<file path="src/inc/priority_reg_b_pkg.sv">
// package: register map, field layout and resolver constants of the priority bank
package priority_reg_b_pkg;
    localparam int          NUM_REGS     = 10;
    localparam int          REG_W        = 16;
    localparam int          FLD_W        = 4;
    localparam int          FLD_PER_REG  = 4;
    localparam int          NUM_SRC      = NUM_REGS * FLD_PER_REG;
    localparam int          ADDR_W       = 4;
    localparam int          SRC_W        = 6;
    // register indices (byte address is four times the index)
    localparam logic [3:0]  IDX_PRIO_A   = 4'h0;
    localparam logic [3:0]  IDX_PRIO_J   = 4'h9;
    localparam logic [15:0] PRIO_RST     = 16'h0000;
    localparam logic [3:0]  LEVEL_MASKED = 4'h0;
    localparam logic [15:0] RD_UNMAPPED  = 16'h0000;
endpackage

</file>
<file path="src/hdl/priority_reg_b_bank.sv">
// module: ten priority level registers with a highest-level resolver
`timescale 1ns/10ps

module priority_reg_b_bank (
    input  wire logic         ref_clk,
    input  wire logic         rst,
    input  wire logic [3:0]   reg_addr,
    input  wire logic [15:0]  reg_wdata,
    input  wire logic         reg_wr,
    input  wire logic         reg_rd,
    output logic      [15:0]  reg_rdata,
    input  wire logic [39:0]  src_req,
    output logic      [159:0] src_level,
    output logic              win_valid,
    output logic      [5:0]   win_src,
    output logic      [3:0]   win_level
);

    ////////////////////////////////////////////////////////////////////////
    // register storage

    logic [15:0] prio_q [priority_reg_b_pkg::NUM_REGS];
    logic [15:0] rdata_d;
    logic        rd_hit;

    // index decode for reads; each register's write compares reg_addr against its own index
    function automatic logic addr_ok(input logic [3:0] a);
        return a <= priority_reg_b_pkg::IDX_PRIO_J;
    endfunction

    assign rd_hit  = addr_ok(reg_addr);
    assign rdata_d = rd_hit ? prio_q[reg_addr] : priority_reg_b_pkg::RD_UNMAPPED;

    // one register per index; all four fields written together
    genvar r;
    generate
        for (r = 0; r < priority_reg_b_pkg::NUM_REGS; r++) begin : g_reg
            always_ff @(posedge ref_clk) begin
                if (rst) begin
                    prio_q[r] <= priority_reg_b_pkg::PRIO_RST;
                end else if (reg_wr && reg_addr == 4'(r)) begin
                    prio_q[r] <= reg_wdata;
                end
            end
        end
    endgenerate

    property p_write_lands;
        @(posedge ref_clk) disable iff (rst)
        (reg_wr && addr_ok(reg_addr)) |=> prio_q[$past(reg_addr)] == $past(reg_wdata);
    endproperty
    a_write_lands: assert property (p_write_lands) else $error("write did not land");

    // unmapped write changes nothing
    // an address folded onto a real index would show up in the end registers
    property p_write_refused;
        @(posedge ref_clk) disable iff (rst)
        (reg_wr && !addr_ok(reg_addr)) |=> $stable(prio_q[0]) && $stable(prio_q[9]);
    endproperty
    a_write_refused: assert property (p_write_refused) else $error("bad write stored");

    always_ff @(posedge ref_clk) begin
        if (rst) begin
            reg_rdata <= priority_reg_b_pkg::RD_UNMAPPED;
        end else if (reg_rd) begin
            reg_rdata <= rdata_d;
        end
    end

    property p_read_hold;
        @(posedge ref_clk) disable iff (rst) !reg_rd |=> $stable(reg_rdata);
    endproperty
    a_read_hold: assert property (p_read_hold) else $error("read data moved");

    ////////////////////////////////////////////////////////////////////////
    // per-source levels and resolution

    logic [159:0] level_d;
    logic [39:0]  live;

    genvar s;
    generate
        for (s = 0; s < priority_reg_b_pkg::NUM_SRC; s++) begin : g_src
            assign level_d[s*4 +: 4] = prio_q[s/4][15-(s%4)*4 -: 4];
            assign live[s] = src_req[s] && (level_d[s*4 +: 4] != priority_reg_b_pkg::LEVEL_MASKED);
        end
    endgenerate

    property p_level_map;
        @(posedge ref_clk) disable iff (rst)
        1'b1 |=> src_level[159:156] == $past(prio_q[9][3:0]);
    endproperty
    a_level_map: assert property (p_level_map) else $error("last field misplaced");

    property p_masked_src;
        @(posedge ref_clk) disable iff (rst)
        (src_req == 40'h00_0000_0001 && level_d[3:0] == priority_reg_b_pkg::LEVEL_MASKED) |=> !win_valid;
    endproperty
    a_masked_src: assert property (p_masked_src) else $error("masked source won");

    logic [3:0] best_lvl;
    logic [5:0] best_src;
    logic       best_ok;

    // unsigned compare, lower index wins ties
    always_comb begin
        best_lvl = priority_reg_b_pkg::LEVEL_MASKED;
        best_src = 6'h00;
        best_ok  = 1'b0;
        for (int i = priority_reg_b_pkg::NUM_SRC - 1; i >= 0; i--) begin
            if (live[i] && level_d[i*4 +: 4] >= best_lvl) begin
                best_lvl = level_d[i*4 +: 4];
                best_src = 6'(i);
                best_ok  = 1'b1;
            end
        end
    end

    // higher unsigned level wins
    // a signed compare would rank levels 8 to 15 below level 1
    property p_high_wins;
        @(posedge ref_clk) disable iff (rst)
        (src_req == 40'h00_0000_0104 && level_d[35:32] > level_d[11:8]
            && level_d[11:8] != priority_reg_b_pkg::LEVEL_MASKED) |=> win_valid && win_src == 6'h08;
    endproperty
    a_high_wins: assert property (p_high_wins) else $error("lower level won");

    property p_tie_low;
        @(posedge ref_clk) disable iff (rst)
        (live[3:0] == 4'h6 && src_req[39:4] == 36'h0_0000_0000
            && level_d[7:4] == level_d[11:8]) |=> win_src == 6'h01;
    endproperty
    a_tie_low: assert property (p_tie_low) else $error("tie went to higher index");

    // registered resolver outputs
    always_ff @(posedge ref_clk) begin
        if (rst) begin
            src_level <= '0;
            win_valid <= 1'b0;
            win_src   <= 6'h00;
            win_level <= priority_reg_b_pkg::LEVEL_MASKED;
        end else begin
            src_level <= level_d;
            win_valid <= best_ok;
            win_src   <= best_src;
            win_level <= best_lvl;
        end
    end

    property p_reset_out;
        @(posedge ref_clk) rst |=> !win_valid && src_level == '0
            && reg_rdata == priority_reg_b_pkg::RD_UNMAPPED;
    endproperty
    a_reset_out: assert property (p_reset_out) else $error("output not cleared");

    ////////////////////////////////////////////////////////////////////////
    // checks

    property p_reset_clear;
        @(posedge ref_clk) rst |=> (prio_q[0] == 16'h0000 && prio_q[9] == 16'h0000);
    endproperty
    a_reset_clear: assert property (p_reset_clear) else $error("reset left a field set");

    property p_write_read;
        @(posedge ref_clk) disable iff (rst)
        (reg_wr && reg_addr == 4'h3) ##1 (reg_rd && reg_addr == 4'h3 && !reg_wr)
        |=> reg_rdata == $past(reg_wdata, 2);
    endproperty
    a_write_read: assert property (p_write_read) else $error("readback differs");

    property p_masked;
        @(posedge ref_clk) disable iff (rst) win_valid |-> win_level != 4'h0;
    endproperty
    a_masked: assert property (p_masked) else $error("level zero accepted");

    property p_win_level;
        @(posedge ref_clk) disable iff (rst)
        win_valid |-> win_level == src_level[win_src*4 +: 4];
    endproperty
    a_win_level: assert property (p_win_level) else $error("winner level wrong");

    // the whole request word is taken from last cycle, the index from this one
    property p_win_req;
        @(posedge ref_clk) disable iff (rst)
        win_valid |-> |($past(src_req) & (40'h00_0000_0001 << win_src));
    endproperty
    a_win_req: assert property (p_win_req) else $error("winner not requesting");

    property p_tie;
        @(posedge ref_clk) disable iff (rst)
        (live[0] && live[1] && level_d[3:0] == level_d[7:4] && level_d[3:0] == 4'hF)
        |=> win_src == 6'h00;
    endproperty
    a_tie: assert property (p_tie) else $error("tie not broken to lower index");

    property p_field_map;
        @(posedge ref_clk) disable iff (rst)
        (reg_wr && reg_addr == 4'h0) |=> ##1 src_level[3:0] == $past(reg_wdata[15:12], 2);
    endproperty
    a_field_map: assert property (p_field_map) else $error("top field not source 0");

    property p_unmapped;
        @(posedge ref_clk) disable iff (rst)
        (reg_rd && reg_addr > 4'h9) |=> reg_rdata == 16'h0000;
    endproperty
    a_unmapped: assert property (p_unmapped) else $error("unmapped read not zero");

endmodule

</file>
<file path="config.mk">
export PLATFORM = sky130hd
export DESIGN_NAME = priority_reg_b_bank
export DESIGN_NICKNAME = d
export VERILOG_FILES = /design/src/inc/priority_reg_b_pkg.sv /design/src/hdl/priority_reg_b_bank.sv
export SDC_FILE = /design/constraint.sdc
export NUM_CORES = 1
export LEC_CHECK = 0
export BUFFER_PORTS_ARGS = -buffer_cell sky130_fd_sc_hd__buf_2
export CORE_ASPECT_RATIO = 0.5
export CORE_MARGIN = 2
export CORE_UTILIZATION = 50
export CTS_CLUSTER_DIAMETER = 40
export DETAILED_ROUTE_END_ITERATION = 10
export PLACE_DENSITY = 0.73
export SYNTH_ARGS = -nofsm -noshare
export SYNTH_HDL_FRONTEND = slang
export SYNTH_SLANG_ARGS = --single-unit
</file>
<file path="constraint.sdc">
create_clock -name ref_clk -period 65.9 [get_ports ref_clk]
set_clock_uncertainty 0.1 [all_clocks]
set_input_delay 6.59 -clock ref_clk [delete_from_list [all_inputs] [get_ports ref_clk]]
set_output_delay 6.59 -clock ref_clk [all_outputs]
set_load 0.02 [all_outputs]
</file>
Yosys cells after proc, flatten, opt, wreduce, memory -nomap -nowiden
Memories as Yosys holds them, arrays and structs flattened.
Cells that the tools add are included.
{ "op_classes": {"order_cmp": 41, "n_eq_ne": 9, "muxes": 162, "bitwise_logic": 10, "reduce_logical": 137} }
{ "ops": {"columns": ["op", "count"], "rows": [
  ["2-to-1 mux 4 bit", 48],
  ["2-to-1 mux 16 bit", 11],
  ["nonzero test 4 bit", 40],
  ["greater-or-equal comparator 4 bit", 39],
  ["logical AND 1 bit", 90],
  ["2-to-1 mux 5 bit", 16],
  ["2-to-1 mux 1 bit", 73],
  ["2-to-1 mux 6 bit", 8],
  ["OR reduction 33 bit", 1],
  ["OR reduction 17 bit", 1],
  ["== test 4 x 3 -> 1 bit (second input constant)", 4],
  ["2-to-1 mux 3 bit", 4],
  ["OR 1 bit", 10],
  ["OR reduction 9 bit", 1],
  ["== test 4 x 2 -> 1 bit (second input constant)", 2],
  ["== test 4 bit (second input constant)", 2],
  ["OR reduction 5 bit", 1],
  ["== test 4 x 1 -> 1 bit (second input constant)", 1],
  ["greater-or-equal comparator 4 x 1 -> 1 bit (second input constant)", 1],
  ["less-or-equal comparator 4 bit (second input constant)", 1],
  ["zero test 4 bit", 1],
  ["2-to-1 mux 2 bit", 2],
  ["OR reduction 3 bit", 1],
  ["OR reduction 2 bit", 1]
]} }
{ "word_totals": {"regBits": 187, "mem_bits_rw": 160, "output_inout_bits": 187, "mem_count": 1} }
{ "memory_table": {"columns": ["name", "depth", "width", "rd", "rd_clocked_by_memory_dff", "wr", "line_no", "source"], "rows": [
  ["prio_q", 10, 16, 11, 0, 10, "priority_reg_b_bank.sv:22", "logic [15:0] prio_q [priority_reg_b_pkg::NUM_REGS];"]
]} }

Depth between registers and ports, before layout
Gate-level depths: netlist of the first run.
An unclocked memory read counts as a cell.
{ "logic_depth": {"ltp_word": 122, "mapped_depth": 325, "depth_no_buf": 319} }

Least setup slack after synthesis of the first run
No wires, ideal clock.
{ "synth_timing": {"path_kind": "input -> register", "startpoint": "in src_req[39]", "endpoint": "reg win_level[0]", "setup_ps": 73, "t_arrival_ps": 65433, "setup_slack_ps": 294, "stages": 297, "path_cell_list": "and2_1 -> ha_1 -> nor3b_1 -> o21ai_1 -> and3_1 -> clkbuf_1 -> mux2_2 -> ha_1 -> nand2b_1 -> a21o_1 -> and4_1 -> a21oi_1 -> and2_1 -> mux2_2 -> ha_1 -> nor3b_1 -> o21bai_1 -> o311ai_0 -> [... 261 more ...] -> nand2b_1 -> a21o_1 -> a21o_1 -> a21oi_1 -> nor2b_1 -> o41ai_1 -> nor2_1 -> or3_1 -> ha_1 -> a21o_1 -> a21o_1 -> a21oi_1 -> nor2b_1 -> o41a_1 -> or2_2 -> o22ai_1 -> a21oi_1 -> o21ai_1"} }
{ "synth_between": {"elab_chain_len": 120} }
{ "synth_lines": {"columns": ["element", "line_no", "source"], "rows": [
  ["from (decl)", "priority_reg_b_bank.sv:12", "input wire logic [39:0] src_req,"],
  ["logical AND 1 bit *", "priority_reg_b_bank.sv:85", "assign live[s] = src_req[s] && (level_d[s*4 +: 4] != priority_reg_b_pkg::LEVEL_MASKED);"],
  ["logical AND 1 bit *", "priority_reg_b_bank.sv:111", "if (live[i] && level_d[i*4 +: 4] >= best_lvl) begin"],
  ["2-to-1 mux 4 bit *", "priority_reg_b_bank.sv:111", null],
  ["greater-or-equal comparator 4 bit", "priority_reg_b_bank.sv:111", null],
  ["logical AND 1 bit", "priority_reg_b_bank.sv:111", null],
  ["2-to-1 mux 4 bit *", "priority_reg_b_bank.sv:111", null],
  ["greater-or-equal comparator 4 bit", "priority_reg_b_bank.sv:111", null],
  ["logical AND 1 bit", "priority_reg_b_bank.sv:111", null],
  ["[... 104 more ...]", null, null],
  ["logical AND 1 bit", "priority_reg_b_bank.sv:111", null],
  ["2-to-1 mux 4 bit *", "priority_reg_b_bank.sv:111", null],
  ["greater-or-equal comparator 4 bit", "priority_reg_b_bank.sv:111", null],
  ["logical AND 1 bit", "priority_reg_b_bank.sv:111", null],
  ["2-to-1 mux 4 bit *", "priority_reg_b_bank.sv:111", null],
  ["greater-or-equal comparator 4 bit", "priority_reg_b_bank.sv:111", null],
  ["logical AND 1 bit", "priority_reg_b_bank.sv:111", null],
  ["2-to-1 mux 4 bit *", "priority_reg_b_bank.sv:111", null],
  ["to (signal assigned)", "priority_reg_b_bank.sv:141", "win_level <= priority_reg_b_pkg::LEVEL_MASKED;"],
  ["to (signal assigned)", "priority_reg_b_bank.sv:146", "win_level <= best_lvl;"],
  ["to (decl)", "priority_reg_b_bank.sv:16", "output logic [3:0] win_level"]
]} }
Mark *: on every way between the ends. The rest lies on a longest branch, timed or not.
A chain may end at the register's enable or synchronous reset.

Worst setup path after layout of the first run
{ "layout_timing": {"startpoint": "in src_req[39]", "endpoint": "reg win_src[3]"} }
{ "layout_between": {"elab_chain_len": 120, "elab_cells_between_ends": 151} }
{ "layout_lines": {"columns": ["element", "line_no", "source"], "rows": [
  ["logical AND 1 bit *", "priority_reg_b_bank.sv:85", null],
  ["logical AND 1 bit *", "priority_reg_b_bank.sv:111", null],
  ["2-to-1 mux 4 bit *", "priority_reg_b_bank.sv:111", null],
  ["greater-or-equal comparator 4 bit", "priority_reg_b_bank.sv:111", null],
  ["logical AND 1 bit", "priority_reg_b_bank.sv:111", null],
  ["2-to-1 mux 4 bit", "priority_reg_b_bank.sv:111", null],
  ["greater-or-equal comparator 4 bit", "priority_reg_b_bank.sv:111", null],
  ["logical AND 1 bit", "priority_reg_b_bank.sv:111", null],
  ["[... 104 more ...]", null, null],
  ["logical AND 1 bit", "priority_reg_b_bank.sv:111", null],
  ["2-to-1 mux 4 bit", "priority_reg_b_bank.sv:111", null],
  ["greater-or-equal comparator 4 bit", "priority_reg_b_bank.sv:111", null],
  ["logical AND 1 bit", "priority_reg_b_bank.sv:111", null],
  ["2-to-1 mux 4 bit", "priority_reg_b_bank.sv:111", null],
  ["greater-or-equal comparator 4 bit", "priority_reg_b_bank.sv:111", null],
  ["logical AND 1 bit", "priority_reg_b_bank.sv:111", null],
  ["OR reduction 9 bit (no line)", null, null],
  ["to (signal assigned)", "priority_reg_b_bank.sv:145", "win_src <= best_src;"],
  ["to (decl)", "priority_reg_b_bank.sv:15", "output logic [5:0] win_src,"]
]} }
Marked as above.

==> results of run 1 <==
==> worst reg2reg max path: cells and delay by family, from the launching register on <==
family                   cells  cell delay, ns
multiplexers                27            8.88
flip-flops                   1            0.59
adder cells (fa/ha/maj)     47           13.37
AO/OA/AOI/OAI              115           20.01
buffers and inverters        9            0.88
AND/OR/NAND/NOR             95           14.54
==> state kept, by name, indices dropped and copies added, names as in the netlist <==
register / count
win_valid: 1
prio_q: 160
reg_rdata: 16
win_level: 4
win_src: 6
src_level: 160
==> final cells by class <==
class                           instances  area [um2]  area share
Multi-Input combinational cell       1563       11900       0.473
Timing Repair Buffer                  383        2260      0.0898
Clock inverter                         25         193     0.00765
Inverter                              113         424      0.0168
Clock buffer                           50        1170      0.0463
Tap cell                              540         676      0.0268
Sequential cell                       347        8550       0.339
Antenna cell                            8        20.0    0.000794
==> what timing repair did <==
| item | in CTS | in global routing |
|---|---|---|
| buffers inserted | 4 | 53 |
| hold buffers | 0 | 0 |
| pin swaps | 5 | 96 |
| gates resized for setup | 23 | 200 |
| endpoints found under the setup margin | 11 | 11 |
==> path summary, 6_finish.rpt <==
| check | endpoint | start | slack (ns) |
|---|---|---|---|
| setup / recovery | win_src[3] | src_req[39] | 1.98 |
| hold / removal | reg_rdata[11] | reg_rdata[11] | 0.37 |
| setup reg to reg | win_src[3] | prio_q[9][3] | 7.53 |
| hold reg to reg | reg_rdata[11] | reg_rdata[11] | 0.37 |
==> stage by stage <==
stage / area [um2] / hold WS, ns / TNS [ns] / setup slack (ns) / util
3_3_place_gp: 22500 / 0.357 / -10.27 / -1.16 / 0.560
5_1_grt: 25200 / 0.395 / -5.48 / -0.563 / 0.626
6_report: 25200 / 0.371 / 0 / 1.98 / 0.627
4_1_cts: 24000 / 0.372 / 0 / 0.0286 / 0.596
3_5_place_dp: 22500 / 0.361 / -19.01 / -1.93 / 0.560
2_1_floorplan: 20300 / 0.395 / 0 / 0.294 / -
==> synthesized netlist by cell type, types with 20 or more instances <==
library cell    n  share of area
clkbuf_1       57          0.011
o21ai_0        74          0.018
o21a_1         20         0.0074
nor2_1        179          0.033
nor3_1         34         0.0084
nor2b_1       105          0.032
nand2_1       149          0.028
ha_1          103          0.064
nand3_1        32         0.0079
dfxtp_1       187           0.18
and2_1        179          0.055
mux2i_1        27          0.013
a21oi_1        93          0.023
a21o_1         36          0.013
o211ai_1       58          0.021
edfxtp_1      160           0.24
inv_1         111          0.021
mux4_2         32          0.036
mux2_2         44          0.024
nand2b_1       67          0.021
==> routing by layer <==
layer	GRT usage	up-vias
met5	0	-
met4	0.0765	4
met3	0.0827	122
met2	0.450	935
met1	0.416	8858
li1	-	8395
==> logic make-up after synthesis <==
family	share of synthesized area
buffers and inverters	0.0332
AOI/OAI and AO/OA	0.182
DFF	0.422
and+or+nand+nor	0.219
muxes	0.0755
adders and majority gates	0.0685
==> flow_metrics.py, run 1 <==
metrics = {
    "run_status": {
        "status": "finished, final reports clean",
    },
    "cts": {
        "clock_latency_ns": 0.57,
        "htree_num_levels": 2,
        "path_clk_slew_ns": 0.06,
        "clockRootBuffer": "clkbuf_16",
        "max-clock-path-buffers": 3,
        "cts_buffers": 41,
        "cts_tree": "built",
        "cts_sinks": 347,
    },
    "floorplanning": {
        "start_util": 0.504,
        "core_mm2": 0.0402,
        "die-height_um": 146,
        "die_w_um": 289,
        "dieArea_mm2": 0.0422,
        "rows": 52,
        "ios": 251,
    },
    "logic_synthesis": {
        "synth_warnings": 0,
        "synth_ff_type": "dfxtp_1",
        "ys_ff_latch": 347,
        "synth-edff-count": 160,
        "ys_async_sr_fraction": 0,
        "ys_seq_area_frac": 0.422,
        "synth_nets": 2256,
        "syn_inst": 2089,
        "syn_area_mm2": 0.0203,
        "syn_area_per_cell_um2": 9.70,
        "post_synth_num_cell_types": 95,
    },
    "setup_path": {
        "path_depth": 294,
        "rr_worst_depth": 293,
        "cp-start-kind": "primary input",
        "crit_family": "compound AO/OA/AOI/OAI gates",
        "critical_path_class": "primary input to flip-flop",
        "max_stage_delay_ns": 0.56,
        "endpoint_kind": "flip-flop",
        "arrival_ns": 64.31,
        "crit_top_cell": "ha_1",
        "critPathRequiredTime_ns": 66.29,
        "critPathSlowestCell": "or4b_4",
        "cp_max_fo": 8,
        "path_buf_inv": 10,
    },
    "timing": {
        "timing.final.crit_share": 0.970,
        "finalMaxSlewViolations": 0,
        "setup_viol": 0,
        "max_freq_mhz": 15.6,
        "tightest_slew_ns": 1.09,
        "hold_viol": 0,
        "slew-limit-headroom": 0.273,
        "post-route-min-period_ns": 63.92,
    },
    "placement": {
        "gp_congestion": 0.968,
        "port_buffers": 250,
        "place_hpwl_mm": 48.4,
        "dpl.cell_count": 2889,
    },
    "routing": {
        "wl_met1_mm": 27.2,
        "dr.pass1.iters": 6,
        "drtIter0Drc": 1910,
        "vias": 18300,
        "wl_met3_mm": 7.44,
        "drcViolationCount": 0,
        "viasPerCell": 6.05,
        "finalWirelength_mm": 66.0,
        "detail-route-antenna-nets": 0,
        "met2WireLength_mm": 29.7,
        "highest-signal-layer": "met5",
        "wire_per_inst_um": 21.8,
    },
    "cells_and_area": {
        "final_common_cell": "buf_2",
        "syn2layout_area_growth_pct": 24.4,
        "final_nets": 2616,
        "fin_cells": 3029,
        "drive_gt1_frac": 0.292,
        "nFillCells": 3321,
        "mostFrequentLayoutCells": "249 x buf_2, 187 x dfxtp_1, 177 x and2_1, 160 x edfxtp_1, 158 x nor2_1",
    },
    "global_route": {
        "grt_pass1_vias": 16400,
        "grt_max_degree": 120,
        "grt_pass1_wl_mm": 95.6,
        "antenna_found_initial": 5,
        "grt_overflow": 0,
        "grt.total_usage": 0.296,
    },
    "job": {
        "drv_cap": 0,
    },
    "hold_path": {
        "whs_path_depth": 2,
        "hold_path_class": "flip-flop to flip-flop",
    },
}
Power of run 1 is left out: the tool's default activity adds up to more than one toggle a clock period on the data nets, which glitch-free logic cannot reach.
==> run 2: changes to the inputs <==
- CORE_MARGIN: 2 -> unset
==> flow_metrics.py, run 2 (synthesized netlist as in run 1, its figures left out) <==
metrics = {
    "routing": {
        "vias": 18100,
        "detail-route-antenna-nets": 0,
        "drtIter0Drc": 2010,
        "finalWirelength_mm": 65.5,
        "drcViolationCount": 0,
        "viasPerCell": 6.02,
        "dr.pass1.iters": 6,
        "wire_per_inst_um": 21.8,
    },
    "timing": {
        "fin_ws_ns": 2.64,
        "setup_viol": 0,
        "post-route-min-period_ns": 63.26,
        "tightest_slew_ns": 1.11,
        "timing.final.crit_share": 0.960,
        "final.setup.tns_ns": 0,
        "slew-limit-headroom": 0.260,
        "max_freq_mhz": 15.8,
        "finalMaxSlewViolations": 0,
        "hold_viol": 0,
    },
    "placement": {
        "gp_congestion": 0.992,
        "place_hpwl_mm": 48.7,
        "port_buffers": 250,
        "dpl_cell_area_mm2": 0.0226,
        "dp_slack_ns": -1.18,
    },
    "job": {
        "drv_cap": 0,
    },
    "cells_and_area": {
        "regArea_mm2": 0.00855,
        "postLayoutCellArea_mm2": 0.0250,
        "mostFrequentLayoutCells": "247 x buf_2, 187 x dfxtp_1, 178 x and2_1, 164 x nor2_1, 160 x edfxtp_1",
        "fin_util": 0.634,
        "reg_top3": "prio_q: 160 flops, src_level: 160 flops, reg_rdata: 16 flops",
        "drive_gt1_frac": 0.282,
        "multi_input_area_mm2": 0.0117,
        "syn2layout_area_growth_pct": 23.5,
        "nFillCells": 3266,
        "final_nets": 2608,
        "final_common_cell": "buf_2",
    },
    "cts": {
        "holdBufCountCts": 0,
        "cts_tree": "built",
        "path_clk_slew_ns": 0.06,
        "cts_buffers": 40,
        "max-clock-path-buffers": 3,
        "clockRootBuffer": "clkbuf_16",
        "clock_latency_ns": 0.55,
        "cts_sinks": 347,
        "htree_num_levels": 2,
    },
    "setup_path": {
        "crit_top_cell": "ha_1",
        "arrival_ns": 63.56,
        "cp-start-kind": "primary input",
        "critPathSlowestCell": "or4b_4",
        "endpoint_kind": "flip-flop",
        "critPathRequiredTime_ns": 66.20,
        "max_stage_delay_ns": 0.50,
        "cp_max_fo": 8,
        "critical_path_class": "primary input to flip-flop",
    },
    "run_status": {
        "status": "finished, final reports clean",
    },
    "floorplanning": {
        "die_w_um": 287,
        "core_mm2": 0.0394,
        "dieArea_mm2": 0.0414,
        "die-height_um": 144,
        "rows": 51,
        "start_util": 0.514,
        "ios": 251,
    },
    "global_route": {
        "grt_pass1_vias": 16500,
        "gr-usage-met3": 0.0940,
        "antenna_found_initial": 3,
        "grt_max_degree": 129,
        "grt.total_usage": 0.305,
        "met1_usage": 0.423,
        "grt_pass1_wl_mm": 95.7,
        "top_usage_layer": "met2",
        "grt_overflow": 0,
        "globalRouteMet2Util": 0.459,
    },
    "hold_path": {
        "hold_path_class": "flip-flop to flip-flop",
    },
}
run 2: cell types whose count changed in the layout (fill, tap and decap cells not counted), sizes merged:
cell	previous run	this run
buf	383	375
inv	125	124
diode	8	3
bufinv	0	3
clkinv	11	8
run 2: worst max-delay path, delay by kind of cell:
family / cells / cell delay (ns)
AOI/OAI and AO/OA: 110 / 18.86
adders and majority gates: 47 / 13.27
muxes: 26 / 8.44
and+or+nand+nor: 98 / 14.87
buffers and inverters: 14 / 1.48
run 2: final timing paths:
path | start | slack (ns) | cells past startpoint | to
min reg2reg | reg_rdata[2] | 0.38 | 2 | reg_rdata[2]
min | reg_rdata[2] | 0.38 | 2 | reg_rdata[2]
max | src_req[39] | 2.64 | 295 | win_valid
max reg2reg | prio_q[9][3] | 8.32 | 294 | win_valid
run 2: per-stage QoR:
stage,cells,hold WS [ns]
floorplan,2089,0.395
global placement,2891,0.359
detailed placement,2891,0.367
CTS,2968,0.380
global route,3004,0.406
finish,3005,0.377
run 2: timing repair:
action                     4_1_cts  5_1_grt
gates cloned                     0        0
setup buffers                    4       34
pin swaps                        0       80
gates resized for setup         10      175
setup endpoints to repair       11       11
run 2: final cells by class:
| type | instances | share of cell area |
|---|---|---|
| multi-input combinational | 1563 | 0.469 |
| sequential | 347 | 0.342 |
| timing repair buffer | 376 | 0.0886 |
| clock buffer | 49 | 0.0460 |
| tap | 530 | 0.0265 |
| inverter | 113 | 0.0170 |
| clock inverter | 24 | 0.0108 |
| antenna | 3 | 0.000300 |
run 2: per-layer routing:
metal | up-vias | wire, um
li1 | 8389 | -
met5 | - | 0
met1 | 8722 | 27300
met4 | 0 | 1310
met3 | 96 | 7900
met2 | 872 | 28900
Power of run 2 is left out for the same reason.
